==> src/rtl/pcr_pkg.sv <==
/*
  Shared constants for the power, clock and reset control block: register
  offsets, field positions, strap codes, reference selections and clock rates.
  Assumes a 32-bit register port with byte offsets and one 10 MHz clock.
*/
package pcr_pkg;

  localparam int unsigned ADDR_W = 8;
  localparam int unsigned DATA_W = 32;
  localparam int unsigned NPORT  = 4;
  localparam int unsigned MODE_W = 5;

  localparam logic [ADDR_W-1:0] OFS_CTRL     = 8'h00;
  localparam logic [ADDR_W-1:0] OFS_STRAP_LO = 8'h04;
  localparam logic [ADDR_W-1:0] OFS_STRAP_HI = 8'h08;
  localparam logic [ADDR_W-1:0] OFS_RESET    = 8'h0C;
  localparam logic [ADDR_W-1:0] OFS_STATUS   = 8'h10;

  localparam int unsigned CTRL_PD     = 0;
  localparam int unsigned CTRL_PLLOFF = 1;
  localparam int unsigned CTRL_XTALN  = 2;

  localparam int unsigned SLO_DIS  = 0;
  localparam int unsigned SLO_EN   = 1;
  localparam int unsigned SLO_MODE = 2;
  localparam int unsigned SHI_W    = 8;
  localparam logic [SHI_W-1:0] SHI_RESET = 8'h00;

  localparam int unsigned RST_CHIP_HARD = 0;
  localparam int unsigned RST_CHIP_SOFT = 1;
  localparam int unsigned RST_SL_HARD   = 2;
  localparam int unsigned RST_SL_SOFT   = 3;
  localparam int unsigned RST_SER_TX    = 4;
  localparam int unsigned RST_SER_RX    = 5;
  localparam int unsigned RST_PORT_HARD = 8;
  localparam int unsigned RST_PORT_SOFT = 12;
  localparam int unsigned RST_CORE_HARD = 16;
  localparam int unsigned RST_CORE_SOFT = 20;

  localparam int unsigned ST_PD      = 0;
  localparam int unsigned ST_PLL_OFF = 1;
  localparam int unsigned ST_SYSPLL  = 2;
  localparam int unsigned ST_REF     = 3;
  localparam int unsigned ST_COMA    = 5;
  localparam int unsigned ST_GATED   = 6;

  localparam logic [MODE_W-1:0] MODE_SPD_PLL_OFF = 5'h09;
  localparam logic [MODE_W-1:0] MODE_SPD_PLL_ON  = 5'h08;

  typedef enum logic [1:0] {
    REF_XTAL = 2'h0,
    REF_SE   = 2'h1,
    REF_DIFF = 2'h2,
    REF_RSVD = 2'h3
  } pcr_ref_e;

  typedef enum logic [1:0] {
    PS_RUN      = 2'b00,
    PS_SPD      = 2'b01,
    PS_SPD_NPLL = 2'b10,
    PS_XTAL_OFF = 2'b11
  } pcr_pstate_e;

  localparam int unsigned REF_LOW_MHZ  = 25;
  localparam int unsigned REF_DIFF_MHZ = 125;
  localparam int unsigned SYS_HI_MHZ   = 250;
  localparam int unsigned SL_MHZ       = 250;
  localparam logic [3:0] SYS_DIV_LOW  = 4'(SYS_HI_MHZ / REF_LOW_MHZ);
  localparam logic [3:0] SYS_DIV_DIFF = 4'(SYS_HI_MHZ / REF_DIFF_MHZ);
  localparam logic [3:0] SL_DIV_LOW   = 4'(SL_MHZ / REF_LOW_MHZ);
  localparam logic [3:0] SL_DIV_DIFF  = 4'(SL_MHZ / REF_DIFF_MHZ);

endpackage

==> src/rtl/pcr_sync_if.sv <==
/*
  Carrier for synchronised reset and pin levels between the synchroniser
  and the control logic. Assumes both ends run on ref_clk.
*/
`timescale 1ns/1ns
`default_nettype none
interface pcr_sync_if;
  import pcr_pkg::*;
  logic              rst_n;
  logic [MODE_W-1:0] mode;
  logic [1:0]        ref_sel;
  logic              coma;
  modport src (output rst_n, output mode, output ref_sel, output coma);
  modport dst (input rst_n, input mode, input ref_sel, input coma);
endinterface
`default_nettype wire

==> src/rtl/pcr_sync.sv <==
/*
  Reset release synchroniser and two-stage synchronisers for strap,
  reference-select and suspend pins. Assumes straps are stable around the
  release of the reset pin.
*/
`timescale 1ns/1ns
`default_nettype none
module pcr_sync
  import pcr_pkg::*;
(
  // Clock and reset pin
  input  wire logic              ref_clk,
  input  wire logic              rstn,
  // Pins
  input  wire logic [MODE_W-1:0] mode_pin,
  input  wire logic [1:0]        ref_sel_pin,
  input  wire logic              coma_pin,
  // Synchronised side
  pcr_sync_if.src                sif
);

  logic              rst_meta;
  logic              rst_hold;
  logic [MODE_W-1:0] mode_meta;
  logic [1:0]        ref_meta;
  logic              coma_meta;

  // Assertion acts at once; release waits two edges to avoid metastable exit.
  always_ff @(posedge ref_clk or negedge rstn) begin
    if (!rstn) begin
      rst_meta <= 1'b0;
      rst_hold <= 1'b0;
    end else begin
      rst_meta <= 1'b1;
      rst_hold <= rst_meta;
    end
  end

  // Pin levels run without reset so they are settled when reset lifts.
  always_ff @(posedge ref_clk) begin
    mode_meta   <= mode_pin;
    sif.mode    <= mode_meta;
    ref_meta    <= ref_sel_pin;
    sif.ref_sel <= ref_meta;
    coma_meta   <= coma_pin;
    sif.coma    <= coma_meta;
  end

  assign sif.rst_n = rst_hold;

endmodule
`default_nettype wire

==> src/rtl/pcr_top.sv <==
/*
  Power-down, clock-source and reset control. Holds the power state machine,
  strap override registers, PLL reference choice and software reset pulses.
  Assumes a single 10 MHz ref_clk from the crystal domain and a register
  master that reads data one cycle after the read strobe.
*/
// The register offsets and the address-and-strobe port were decided locally.
`timescale 1ns/1ns
`default_nettype none
// Notes on behaviour
// - Power-down bit write one enters, zero leaves.
// - PLL-off set beforehand keeps PLL off throughout.
// - Strap 01001 starts powered down, PLL off.
// - Exit or PLL-off clear then forces device reset.
// - Defaults come from strap override registers.
// - Override mode bits set re-enter power-down.
// - Crystal-disable after PLL-off power-down stops crystal.
// - Only reset pin recovers stopped crystal.
// - Suspend input never touches either PLL.
// - Two-bit pins choose both PLL references.
// - System PLL makes 250 MHz from 25 or 125 MHz.
// - System reference: crystal, single-ended, differential.
// - Serial PLL makes 250 MHz from either.
// - Chip soft reset spares PHY cores.
// - Chip hard reset starts core calibration.
// - Serial-link hard, soft, transmit, receive resets.
// - Port resets spare that port's PHY core.
// - Leave reset on pin low-to-high.
// - Power-down gates fast clocks, registers keep working until crystal stops.
module pcr_top
  import pcr_pkg::*;
(
  // Clock and reset
  input  wire logic              ref_clk,
  input  wire logic              rstn,
  // Pins
  input  wire logic [MODE_W-1:0] mode_pin,
  input  wire logic [1:0]        ref_sel_pin,
  input  wire logic              coma_pin,
  // Register port
  input  wire logic [ADDR_W-1:0] addr,
  input  wire logic [DATA_W-1:0] wdata,
  input  wire logic              wr,
  input  wire logic              rd,
  output logic      [DATA_W-1:0] rdata,
  // Clock control
  output logic                   sys_pll_en,
  output logic                   serial_link_pll_en,
  output logic                   crystal_osc_en,
  output logic                   hs_clk_gate,
  output logic      [1:0]        sys_pll_ref,
  output logic                   serial_link_pll_ref_diff,
  output logic      [3:0]        sys_pll_fb_div,
  output logic      [3:0]        serial_link_pll_fb_div,
  // Reset outputs
  output logic                   chip_logic_rst,
  output logic      [NPORT-1:0]  gigabit_phy_core_rst,
  output logic                   gigabit_phy_core_calib,
  output logic                   serial_link_rst,
  output logic                   serializer_tx_rst,
  output logic                   serializer_rx_rst,
  output logic      [NPORT-1:0]  port_rst,
  output logic                   in_power_down
);

  pcr_sync_if sif ();

  pcr_sync u_sync (
    .ref_clk     (ref_clk),
    .rstn        (rstn),
    .mode_pin    (mode_pin),
    .ref_sel_pin (ref_sel_pin),
    .coma_pin    (coma_pin),
    .sif         (sif.src)
  );

  logic              rst_n_int;
  logic              started;
  pcr_pstate_e       state;
  pcr_pstate_e       next_state;
  logic              pll_off;
  logic              crystal_enable_n;
  logic              pll_dis_mode;
  logic              pll_en_mode;
  logic [MODE_W-1:0] mode_sampled;
  logic [SHI_W-1:0]  strap_hi;
  logic              dev_rst;
  logic              dev_req;
  logic              wr_ctrl;
  logic              wr_slo;
  logic              wr_shi;
  logic              wr_rst;
  logic              bus_live;
  pcr_ref_e          ref_code;

  assign rst_n_int = sif.rst_n;

  // Power state that strap override bits call for after any device reset.
  function automatic pcr_pstate_e strap_state(input logic dis, input logic en);
    pcr_pstate_e s;
    s = PS_RUN;
    if (dis) begin
      s = PS_SPD_NPLL;
    end else if (en) begin
      s = PS_SPD;
    end
    return s;
  endfunction

  // Match of a register offset, used by every write and the read decode.
  function automatic logic hit(input logic [ADDR_W-1:0] a,
                               input logic [ADDR_W-1:0] ofs);
    return a == ofs;
  endfunction

  // Chip-wide reset bits, shared by the chip, link, serializer and port reset outputs below.
  function automatic logic chip_hit(input logic [DATA_W-1:0] w);
    return w[RST_CHIP_HARD] || w[RST_CHIP_SOFT];
  endfunction

  // Serial-link reset bits; the chip resets cover the link as well.
  function automatic logic link_hit(input logic [DATA_W-1:0] w);
    return chip_hit(w) || w[RST_SL_HARD] || w[RST_SL_SOFT];
  endfunction

  // Both PLLs run unless the PLL is held off or the crystal is stopped.
  function automatic logic pll_runs(input pcr_pstate_e s);
    return (s == PS_RUN) || (s == PS_SPD);
  endfunction

  // Once the crystal stops, management access is dead until the pin reset.
  assign bus_live = (state != PS_XTAL_OFF);
  assign wr_ctrl  = wr && bus_live && hit(addr, OFS_CTRL);
  assign wr_slo   = wr && bus_live && hit(addr, OFS_STRAP_LO);
  assign wr_shi   = wr && bus_live && hit(addr, OFS_STRAP_HI);
  assign wr_rst   = wr && bus_live && hit(addr, OFS_RESET);

  // The state machine requests a device reset only while the PLL is held off in power-down; a chip hard reset write also requests one.
  always_comb begin
    dev_req    = 1'b0;
    next_state = state;
    case (state)
      PS_RUN: begin
        if (wr_ctrl && wdata[CTRL_PD]) begin
          next_state = pll_off ? PS_SPD_NPLL : PS_SPD;
        end
      end
      PS_SPD: begin
        if (wr_ctrl && !wdata[CTRL_PD]) begin
          next_state = PS_RUN;
        end
      end
      PS_SPD_NPLL: begin
        if (wr_ctrl && (!wdata[CTRL_PD] || !wdata[CTRL_PLLOFF])) begin
          dev_req = 1'b1;
        end else if (wr_ctrl && wdata[CTRL_XTALN]) begin
          next_state = PS_XTAL_OFF;
        end
      end
      PS_XTAL_OFF: begin
        next_state = PS_XTAL_OFF;
      end
      default: begin
        next_state = PS_RUN;
      end
    endcase
  end

  // First cycle after release catches the straps; the reset pin is the
  // only thing that reloads the override registers from the pins.
  always_ff @(posedge ref_clk or negedge rst_n_int) begin
    if (!rst_n_int) begin
      started      <= 1'b0;
      mode_sampled <= '0;
      pll_dis_mode <= 1'b0;
      pll_en_mode  <= 1'b0;
      strap_hi     <= SHI_RESET;
    end else if (!started) begin
      started      <= 1'b1;
      mode_sampled <= sif.mode;
      pll_dis_mode <= (sif.mode == MODE_SPD_PLL_OFF);
      pll_en_mode  <= (sif.mode == MODE_SPD_PLL_ON);
    end else begin
      if (wr_slo) begin
        pll_dis_mode <= wdata[SLO_DIS];
        pll_en_mode  <= wdata[SLO_EN];
      end
      if (wr_shi) begin
        strap_hi <= wdata[SHI_W-1:0];
      end
    end
  end

  // Device reset takes one cycle and then reloads from the override bits.
  always_ff @(posedge ref_clk or negedge rst_n_int) begin
    if (!rst_n_int) begin
      dev_rst <= 1'b0;
    end else begin
      dev_rst <= dev_req || (wr_rst && wdata[RST_CHIP_HARD]);
    end
  end

  // Pin-reset straps load first; a device reset then beats any pending write.
  always_ff @(posedge ref_clk or negedge rst_n_int) begin
    if (!rst_n_int) begin
      state <= PS_RUN;
    end else if (!started) begin
      state <= strap_state(sif.mode == MODE_SPD_PLL_OFF,
                           sif.mode == MODE_SPD_PLL_ON);
    end else if (dev_rst) begin
      state <= strap_state(pll_dis_mode, pll_en_mode);
    end else begin
      state <= next_state;
    end
  end

  // Control bits return to defaults on device reset, drawn from overrides.
  always_ff @(posedge ref_clk or negedge rst_n_int) begin
    if (!rst_n_int) begin
      pll_off          <= 1'b0;
      crystal_enable_n <= 1'b0;
    end else if (!started) begin
      pll_off          <= (sif.mode == MODE_SPD_PLL_OFF);
      crystal_enable_n <= 1'b0;
    end else if (dev_rst) begin
      pll_off          <= pll_dis_mode;
      crystal_enable_n <= 1'b0;
    end else if (wr_ctrl && !dev_req) begin
      pll_off          <= wdata[CTRL_PLLOFF];
      crystal_enable_n <= wdata[CTRL_XTALN];
    end
  end

  // Reference choice is shared by both PLLs; the reserved code falls back
  // to the crystal so the PLLs never lose a reference.
  always_comb begin
    ref_code = pcr_ref_e'(sif.ref_sel);
    if (ref_code == REF_RSVD) begin
      ref_code = REF_XTAL;
    end
  end

  // The suspend pin only shows in status; PLL enables ignore it.
  always_ff @(posedge ref_clk or negedge rst_n_int) begin
    if (!rst_n_int) begin
      sys_pll_en               <= 1'b0;
      serial_link_pll_en       <= 1'b0;
      crystal_osc_en           <= 1'b1;
      hs_clk_gate              <= 1'b1;
      sys_pll_ref              <= REF_XTAL;
      serial_link_pll_ref_diff <= 1'b0;
      sys_pll_fb_div           <= SYS_DIV_LOW;
      serial_link_pll_fb_div   <= SL_DIV_LOW;
      in_power_down            <= 1'b0;
    end else begin
      sys_pll_en         <= pll_runs(state);
      serial_link_pll_en <= pll_runs(state);
      crystal_osc_en     <= (state != PS_XTAL_OFF);
      hs_clk_gate        <= (state != PS_RUN);
      in_power_down      <= (state != PS_RUN);
      sys_pll_ref        <= ref_code;
      if (ref_code == REF_DIFF) begin
        sys_pll_fb_div           <= SYS_DIV_DIFF;
        serial_link_pll_fb_div   <= SL_DIV_DIFF;
        serial_link_pll_ref_diff <= 1'b1;
      end else begin
        sys_pll_fb_div           <= SYS_DIV_LOW;
        serial_link_pll_fb_div   <= SL_DIV_LOW;
        serial_link_pll_ref_diff <= 1'b0;
      end
    end
  end

  // Software resets are one-cycle pulses, two cycles for chip hard reset; a device reset hits everything.
  // While the pin reset is held, all reset outputs stay asserted.
  always_ff @(posedge ref_clk or negedge rst_n_int) begin
    if (!rst_n_int) begin
      chip_logic_rst         <= 1'b1;
      gigabit_phy_core_rst   <= '1;
      gigabit_phy_core_calib <= 1'b0;
      serial_link_rst        <= 1'b1;
      serializer_tx_rst      <= 1'b1;
      serializer_rx_rst      <= 1'b1;
      port_rst               <= '1;
    end else begin
      chip_logic_rst <= dev_rst
                     || (wr_rst && chip_hit(wdata));
      gigabit_phy_core_calib <= !started || (wr_rst && wdata[RST_CHIP_HARD]);
      serial_link_rst <= dev_rst
                      || (wr_rst && link_hit(wdata));
      serializer_tx_rst <= dev_rst
                        || (wr_rst && (link_hit(wdata) || wdata[RST_SER_TX]));
      serializer_rx_rst <= dev_rst
                        || (wr_rst && (link_hit(wdata) || wdata[RST_SER_RX]));
      for (int i = 0; i < NPORT; i++) begin
        gigabit_phy_core_rst[i] <= dev_rst
          || (wr_rst && (wdata[RST_CHIP_HARD]
          || wdata[RST_CORE_HARD+i] || wdata[RST_CORE_SOFT+i]));
        port_rst[i] <= dev_rst
          || (wr_rst && (chip_hit(wdata)
          || wdata[RST_PORT_HARD+i] || wdata[RST_PORT_SOFT+i]));
      end
    end
  end

  // Read data stand for exactly one cycle; unmapped offsets read zero.
  always_ff @(posedge ref_clk or negedge rst_n_int) begin
    if (!rst_n_int) begin
      rdata <= '0;
    end else begin
      rdata <= '0;
      if (rd && bus_live) begin
        if (hit(addr, OFS_CTRL)) begin
          rdata[CTRL_PD]     <= (state != PS_RUN);
          rdata[CTRL_PLLOFF] <= pll_off;
          rdata[CTRL_XTALN]  <= crystal_enable_n;
        end else if (hit(addr, OFS_STRAP_LO)) begin
          rdata[SLO_DIS] <= pll_dis_mode;
          rdata[SLO_EN]  <= pll_en_mode;
          rdata[SLO_MODE+MODE_W-1:SLO_MODE] <= mode_sampled;
        end else if (hit(addr, OFS_STRAP_HI)) begin
          rdata[SHI_W-1:0] <= strap_hi;
        end else if (hit(addr, OFS_STATUS)) begin
          rdata[ST_PD]          <= (state != PS_RUN);
          rdata[ST_PLL_OFF]     <= (state == PS_SPD_NPLL);
          rdata[ST_SYSPLL]      <= sys_pll_en;
          rdata[ST_REF+1:ST_REF] <= sys_pll_ref;
          rdata[ST_COMA]        <= sif.coma;
          rdata[ST_GATED]       <= hs_clk_gate;
        end
      end
    end
  end

endmodule
`default_nettype wire

==> config.mk <==
export PLATFORM = sky130hd
export DESIGN_NAME = pcr_top
export DESIGN_NICKNAME = d
export VERILOG_FILES = /design/src/rtl/pcr_pkg.sv /design/src/rtl/pcr_sync_if.sv /design/src/rtl/pcr_sync.sv /design/src/rtl/pcr_top.sv
export SDC_FILE = /design/constraint.sdc
export NUM_CORES = 1
export LEC_CHECK = 0
export ABC_AREA = 1
export BUFFER_PORTS_ARGS = -buffer_cell sky130_fd_sc_hd__buf_2
export CAP_MARGIN = 40
export CORE_AREA = 5 5 83 85
export DETAILED_ROUTE_END_ITERATION = 10
export DIE_AREA = 0 0 88 90
export GPL_TIMING_DRIVEN = 0
export PLACE_DENSITY = 0.78
export SLEW_MARGIN = 40
export SYNTH_ARGS = -nofsm -noshare
export SYNTH_HDL_FRONTEND = slang
export SYNTH_SLANG_ARGS = --single-unit
==> constraint.sdc <==
create_clock -name ref_clk -period 3.52 [get_ports ref_clk]
set_input_delay 0 -clock ref_clk [delete_from_list [all_inputs] [get_ports ref_clk]]
set_output_delay 0 -clock ref_clk [all_outputs]
set_load 0.1 [all_outputs]
## Word-level counts from Yosys, hierarchy flattened

Cells that the tools add are included.
W data, S select, Z words.

- Register bits: 71
- Bits of input ports: 52

- Eq/ne operators: 18
- Muxes and demuxes: 35
- Reductions and logical operators: 70

Operators with widths:

| kind | number |
|---|---|
| $logic_or A1 B1 Y1 | 37 |
| $logic_and A1 B1 Y1 | 24 |
| $mux W7 | 3 |
| $mux W2 | 10 |
| $mux W1 | 17 |
| $eq A8 B4 Y1 const B | 2 |
| $ne A4 B4 Y1 const B | 4 |
| $eq A5 B4 Y1 const B | 2 |
| $eq A2 B2 Y1 const B | 4 |
| $eq A8 B3 Y1 const B | 1 |
| $eq A8 B5 Y1 const B | 1 |
| $logic_not A8 Y1 | 1 |
| $mux W8 | 1 |
| $pmux W2 S4 | 1 |
| $mux W5 | 1 |
| $logic_not A1 Y1 | 4 |
| $mux W4 | 1 |
| $reduce_and A4 Y1 | 1 |
| $mux W3 | 1 |
| $ne A3 B1 Y1 const B | 1 |
| $eq A2 B1 Y1 const B | 1 |
| $logic_not A2 Y1 | 1 |
| $ne A2 B1 Y1 const B | 1 |
| $ne A2 B2 Y1 const B | 1 |
| 2 further kinds | 2 |

## Longest topological paths before layout

- Depth after elaboration: 11
- Depth in mapped cells: 9
- Gate-level depth less buffers: 9

## Cells and area by module

Synthesis repeated with hierarchy kept, for this count alone.

- Cell total of the unflattened synthesis: 312
- Area total of the unflattened synthesis: 2,915.3 sq um

By module, submodules not included:

| module | times used | cells each | area an instance (sq um) | sequential area each (sq um) |
|---|---|---|---|---|
| pcr_top | 1 | 293 | 2,541.2 | 1,244.9 |
| pcr_sync | 1 | 19 | 374.1 | 370.4 |

## Worst setup path after synthesis

OpenSTA, ideal clock, no wires.

- Kind: register -> register
- From: register, netlist name serial_link_pll_ref_diff
- To: register rdata[4]
- Library setup time: 65 ps
- Arrival time: 1,282 ps
- Required time: 3,455 ps
- Setup slack: 2,173 ps
- Cell stages (with the launch flop): 5
- Path buffers: 0
- Period minus slack after synthesis: 1,347 ps
- Path through: dfrtp_1 nand3_1 nand3_1 o211ai_1 inv_1

RTL lines:

| element | RTL line | source |
|---|---|---|
| end signal, assigned by index | pcr_top.sv:314 | `rdata[CTRL_PD] <= (state != PS_RUN);` |
| end signal, assigned by index | pcr_top.sv:315 | `rdata[CTRL_PLLOFF] <= pll_off;` |
| end signal, assigned by index | pcr_top.sv:316 | `rdata[CTRL_XTALN] <= crystal_enable_n;` |
| end, declared | pcr_top.sv:45 | `output logic [DATA_W-1:0] rdata,` |

## Final worst setup path

- From: register state[0]
- To: register gigabit_phy_core_rst[3]

- Longest elaborated chain between the ends: 5

RTL lines:

| element | RTL line | source |
|---|---|---|
| start, declared | pcr_top.sv:79 | `pcr_pstate_e state;` |
| start signal, assigned | pcr_top.sv:208 | `state <= strap_state(sif.mode == MODE_SPD_PLL_OFF,` |
| start signal, assigned | pcr_top.sv:211 | `state <= strap_state(pll_dis_mode, pll_en_mode);` |
| start signal, assigned | pcr_top.sv:213 | `state <= next_state;` |
| $ne A2 B2 Y1 | pcr_top.sv:132 | `assign bus_live = (state != PS_XTAL_OFF);` |
| named net bus_live | pcr_top.sv:93 | `logic bus_live;` |
| $logic_and A1 B1 Y1 (2 in a row) | pcr_top.sv:136 | `assign wr_rst = wr && bus_live && hit(addr, OFS_RESET);` |
| $logic_and A1 B1 Y1 | pcr_top.sv:297 | `\|\| (wr_rst && (wdata[RST_CHIP_HARD]` |
| $logic_or A1 B1 Y1 | pcr_top.sv:297 |  |
| end signal, assigned by index | pcr_top.sv:296 | `gigabit_phy_core_rst[i] <= dev_rst` |
| end, declared | pcr_top.sv:57 | `output logic [NPORT-1:0] gigabit_phy_core_rst,` |

The timed path passes the listed nets, and every way through them passes these cells.
A chain may end at the register's enable or synchronous reset.

==> metrics <==
Overflow after GRT 0; IO buf count 74; Pwr Density roughly 480 nW/um2; post-route design area 4060 um2; RePlAce Congestion 0.931; total clock sinks 67; area grow syn2layout 38.6%; Max Clock Freq around 500 MHz; clock buffer depth 2; WL per Instance ~13 um; CTS Buf Count 9; RSZ-0062 raised after global routing false; non-filler cells, final about 540; Storage cell area around 1600 um2; site row count 29; Starting Density a little under half; clk_lat worst skew 0.34 ns; WHS Endpoint rdata[2]; DIE AREA just under 8000 um2; status complete, no violations; final hold viol count 0; worst-path fanout max 8; final setup TNS 0 ns; min Tclk post-route around 2 ns; sequential area share after synthesis a little under three fifths; number of global-route vias before repair around 2,400; CTS tree built; yosys synthesis warning count 0; critical path data required time 3.81 ns; syn avg cell area about 9.4 um2; Fill cells 516; reg2reg start state[0]; Area after DPL around 3500 um2; Final Skew 0.00888 ns; Pre-antenna DRT Iters 4; register bit total from synthesis 67; FF-to-FF setup slack about 1.6 ns; setup bufs post-CTS 0; Routed Antenna Nets 0; largest net degree at the start of global routing 27; Final Power about 0.002 W; cell count after placement around 500; Hold Path Class in -> reg; H-tree depth 3; DR iter-0 viols around 150; reg2reg end gigabit_phy_core_rst[3]; Hold Crit Start rd; nets 513; post-synthesis cell type count 32; initial antenna violation count 0; number of max-cap violations 0; critical path arrival 2.24 ns; Hold WS 0.0612 ns; multi-input logic area around 1000 um2; reg2reg path depth 8; share of cells above drive strength 1 between 30% and 40%; Cell Area, Synth between 2000 and 3000 um2; Clock Pin Slew Worst Setup and Hold Paths 0.07 ns; # diodes 0; chip width 88 um; pins over their slew limit 0; endpoints failing setup 0; CP Class reg -> reg; core area slightly above 6000 um2; Detailed Route WL 7.13 mm; Root Buffer clkbuf_8; Startpoint Class flip-flop; crit path capture type flip-flop; Hold Path Cell Cnt 5; GR Util All Layers around a fifth; chip height ~90 um; Gate Count Post-Synth ~310; fin crit share 55.6%; Max rail drop VDD 319 uV; first-pass GRT wire length around 11 mm; num ports between 100 and 150; DRC violations left 0; DP Wirelength around 4.9 mm; post-CTS resize count 0; vias per inst between 4 and 5; vias roughly 2,400; static leakage 2.23 nW
synthesized netlist by cell type:
cell type  count  area [um2]
nand3_2        1        10.0
nor3_1         6        30.0
dfstp_2       15         394
nor2_1        17        63.8
a31oi_1        1        6.26
buf_2          1        5.00
o211ai_1       4        30.0
o21ai_2        9        78.8
xor2_1         1        8.76
a21oi_1        2        10.0
inv_2          7        26.3
buf_4         33         248
nand2_1       55         206
nor3_2         1        10.0
inv_1         34         128
nor2_8         1        20.0
nand2_2        7        43.8
dfrtp_1       36         901
nor2_4         2        22.5
o21ai_1        3        15.0
a211oi_1       1        7.51
o2111a_1       1        11.3
conb_1         2        7.51
a22oi_1        1        7.51
dfxtp_1       16         320
nand3_1       21         105
nand4_1        4        25.0
nand2_4        1        11.3
buf_6          2        22.5
o21ai_0       23         115
nor2_2         4        25.0
nand3_4        1        17.5
cells by family after synthesis:
group | synth area share, %
and+or+nand+nor | 20.1
AOI/OAI and AO/OA | 9.60
buffers and inverters | 14.6
DFF | 55.1
xor gates and xnor gates | 0.299
other | 0.256
cell type report:
type,count,area share (%)
flip-flops and latches,67,39.8
multi-input cells,199,24.6
repair buffers,107,17.5
plain buffers,36,6.77
inverters,41,3.79
clock buffers,10,3.39
well taps,77,2.37
clock inverters,6,1.72
metrics by stage:
| step | setup WS (ns) | util [%] |
|---|---|---|
| after floorplan | 2.02 | - |
| after global placement | 1.51 | 57.3 |
| after detailed placement | 2.11 | 57.7 |
| after CTS | 1.64 | 66.3 |
| after global routing | 1.43 | 66.3 |
| final | 1.56 | 66.3 |
metal layers:
| layer | vias to the layer above | part of all wire [%] | global-route usage, % | wire (um) |
|---|---|---|---|---|
| met4 | 0 | 2.7 | 9.34 | 193 |
| met1 | 1085 | 39 | 23.0 | 2790 |
| met2 | 77 | 52 | 31.4 | 3700 |
| li1 | 1235 | - | - | - |
| met3 | 20 | 6.2 | 3.47 | 444 |
| met5 | - | 0 | 0 | 0 |
how the worst max path moves through the flow:
stage                     start                 endpoint  slack [ns]  depth (start not counted)
2_1_floorplan  u_sync.sif.rst_n         crystal_enable_n        2.02                          0
3_3_place_gp   u_sync.sif.rst_n              strap_hi[4]        1.51                          0
3_5_place_dp           state[0]  gigabit_phy_core_rst[3]        2.11                          9
4_1_cts                state[0]  gigabit_phy_core_rst[3]        1.64                          8
5_1_grt                state[0]  gigabit_phy_core_rst[3]        1.43                          8
6_report               state[0]  gigabit_phy_core_rst[3]        1.56                          8
critical path, cell delays in order (launching register included):
cell           delay (ns)
dfrtp_1              0.44
nand2_2              0.14
nand2_2              0.09
nor2_2               0.15
nand2_2              0.15
inv_2                0.15
o21ai_0              0.13
dlygate4sd3_1        0.58
nand2_1              0.07
where the power goes:
group | leakage (nW) | internal [W] | total [W] | switching [W]
registers | 0.759 | 0.000811 | 0.000841 | 0.0000292
logic | 1.36 | 0.000102 | 0.000459 | 0.000357
clock network | 0.108 | 0.000354 | 0.000659 | 0.000305
repair_timing:
action | CTS | global route
hold buffers | 32 | 0
hold endpoints to repair | 29 | 0
setup endpoints to repair | 0 | 0
placed cells by master (no fill, tap or decap), types with 2 or more instances in the layout:
cell and n:
inv_1 34, dlygate4sd3_1 32, nand3_1 21, dfrtp_1 35
dfstp_2 15, o21ai_2 9, buf_6 2, a21oi_1 2
nor2_1 17, o21ai_0 23, nor3_1 6, o21ai_1 3
inv_2 7, buf_4 33, nor2_2 4, nor2_4 2
nand2_1 55, dfxtp_1 16, inv_6 3, buf_2 75
o211ai_1 4, nand4_1 4, nand2_2 7, conb_1 32
clkbuf_8 10
state kept, by name (all words and copies together), names as in the netlist, 2 cells and up:
register              cells
rdata                     8
strap_hi                  8
mode_sampled              5
u_sync.mode_meta          5
u_sync.sif.mode           5
gigabit_phy_core_rst      4
port_rst                  4
state                     2
u_sync.ref_meta           2
u_sync.sif.ref_sel        2
(Power assumes the default switching activity.)
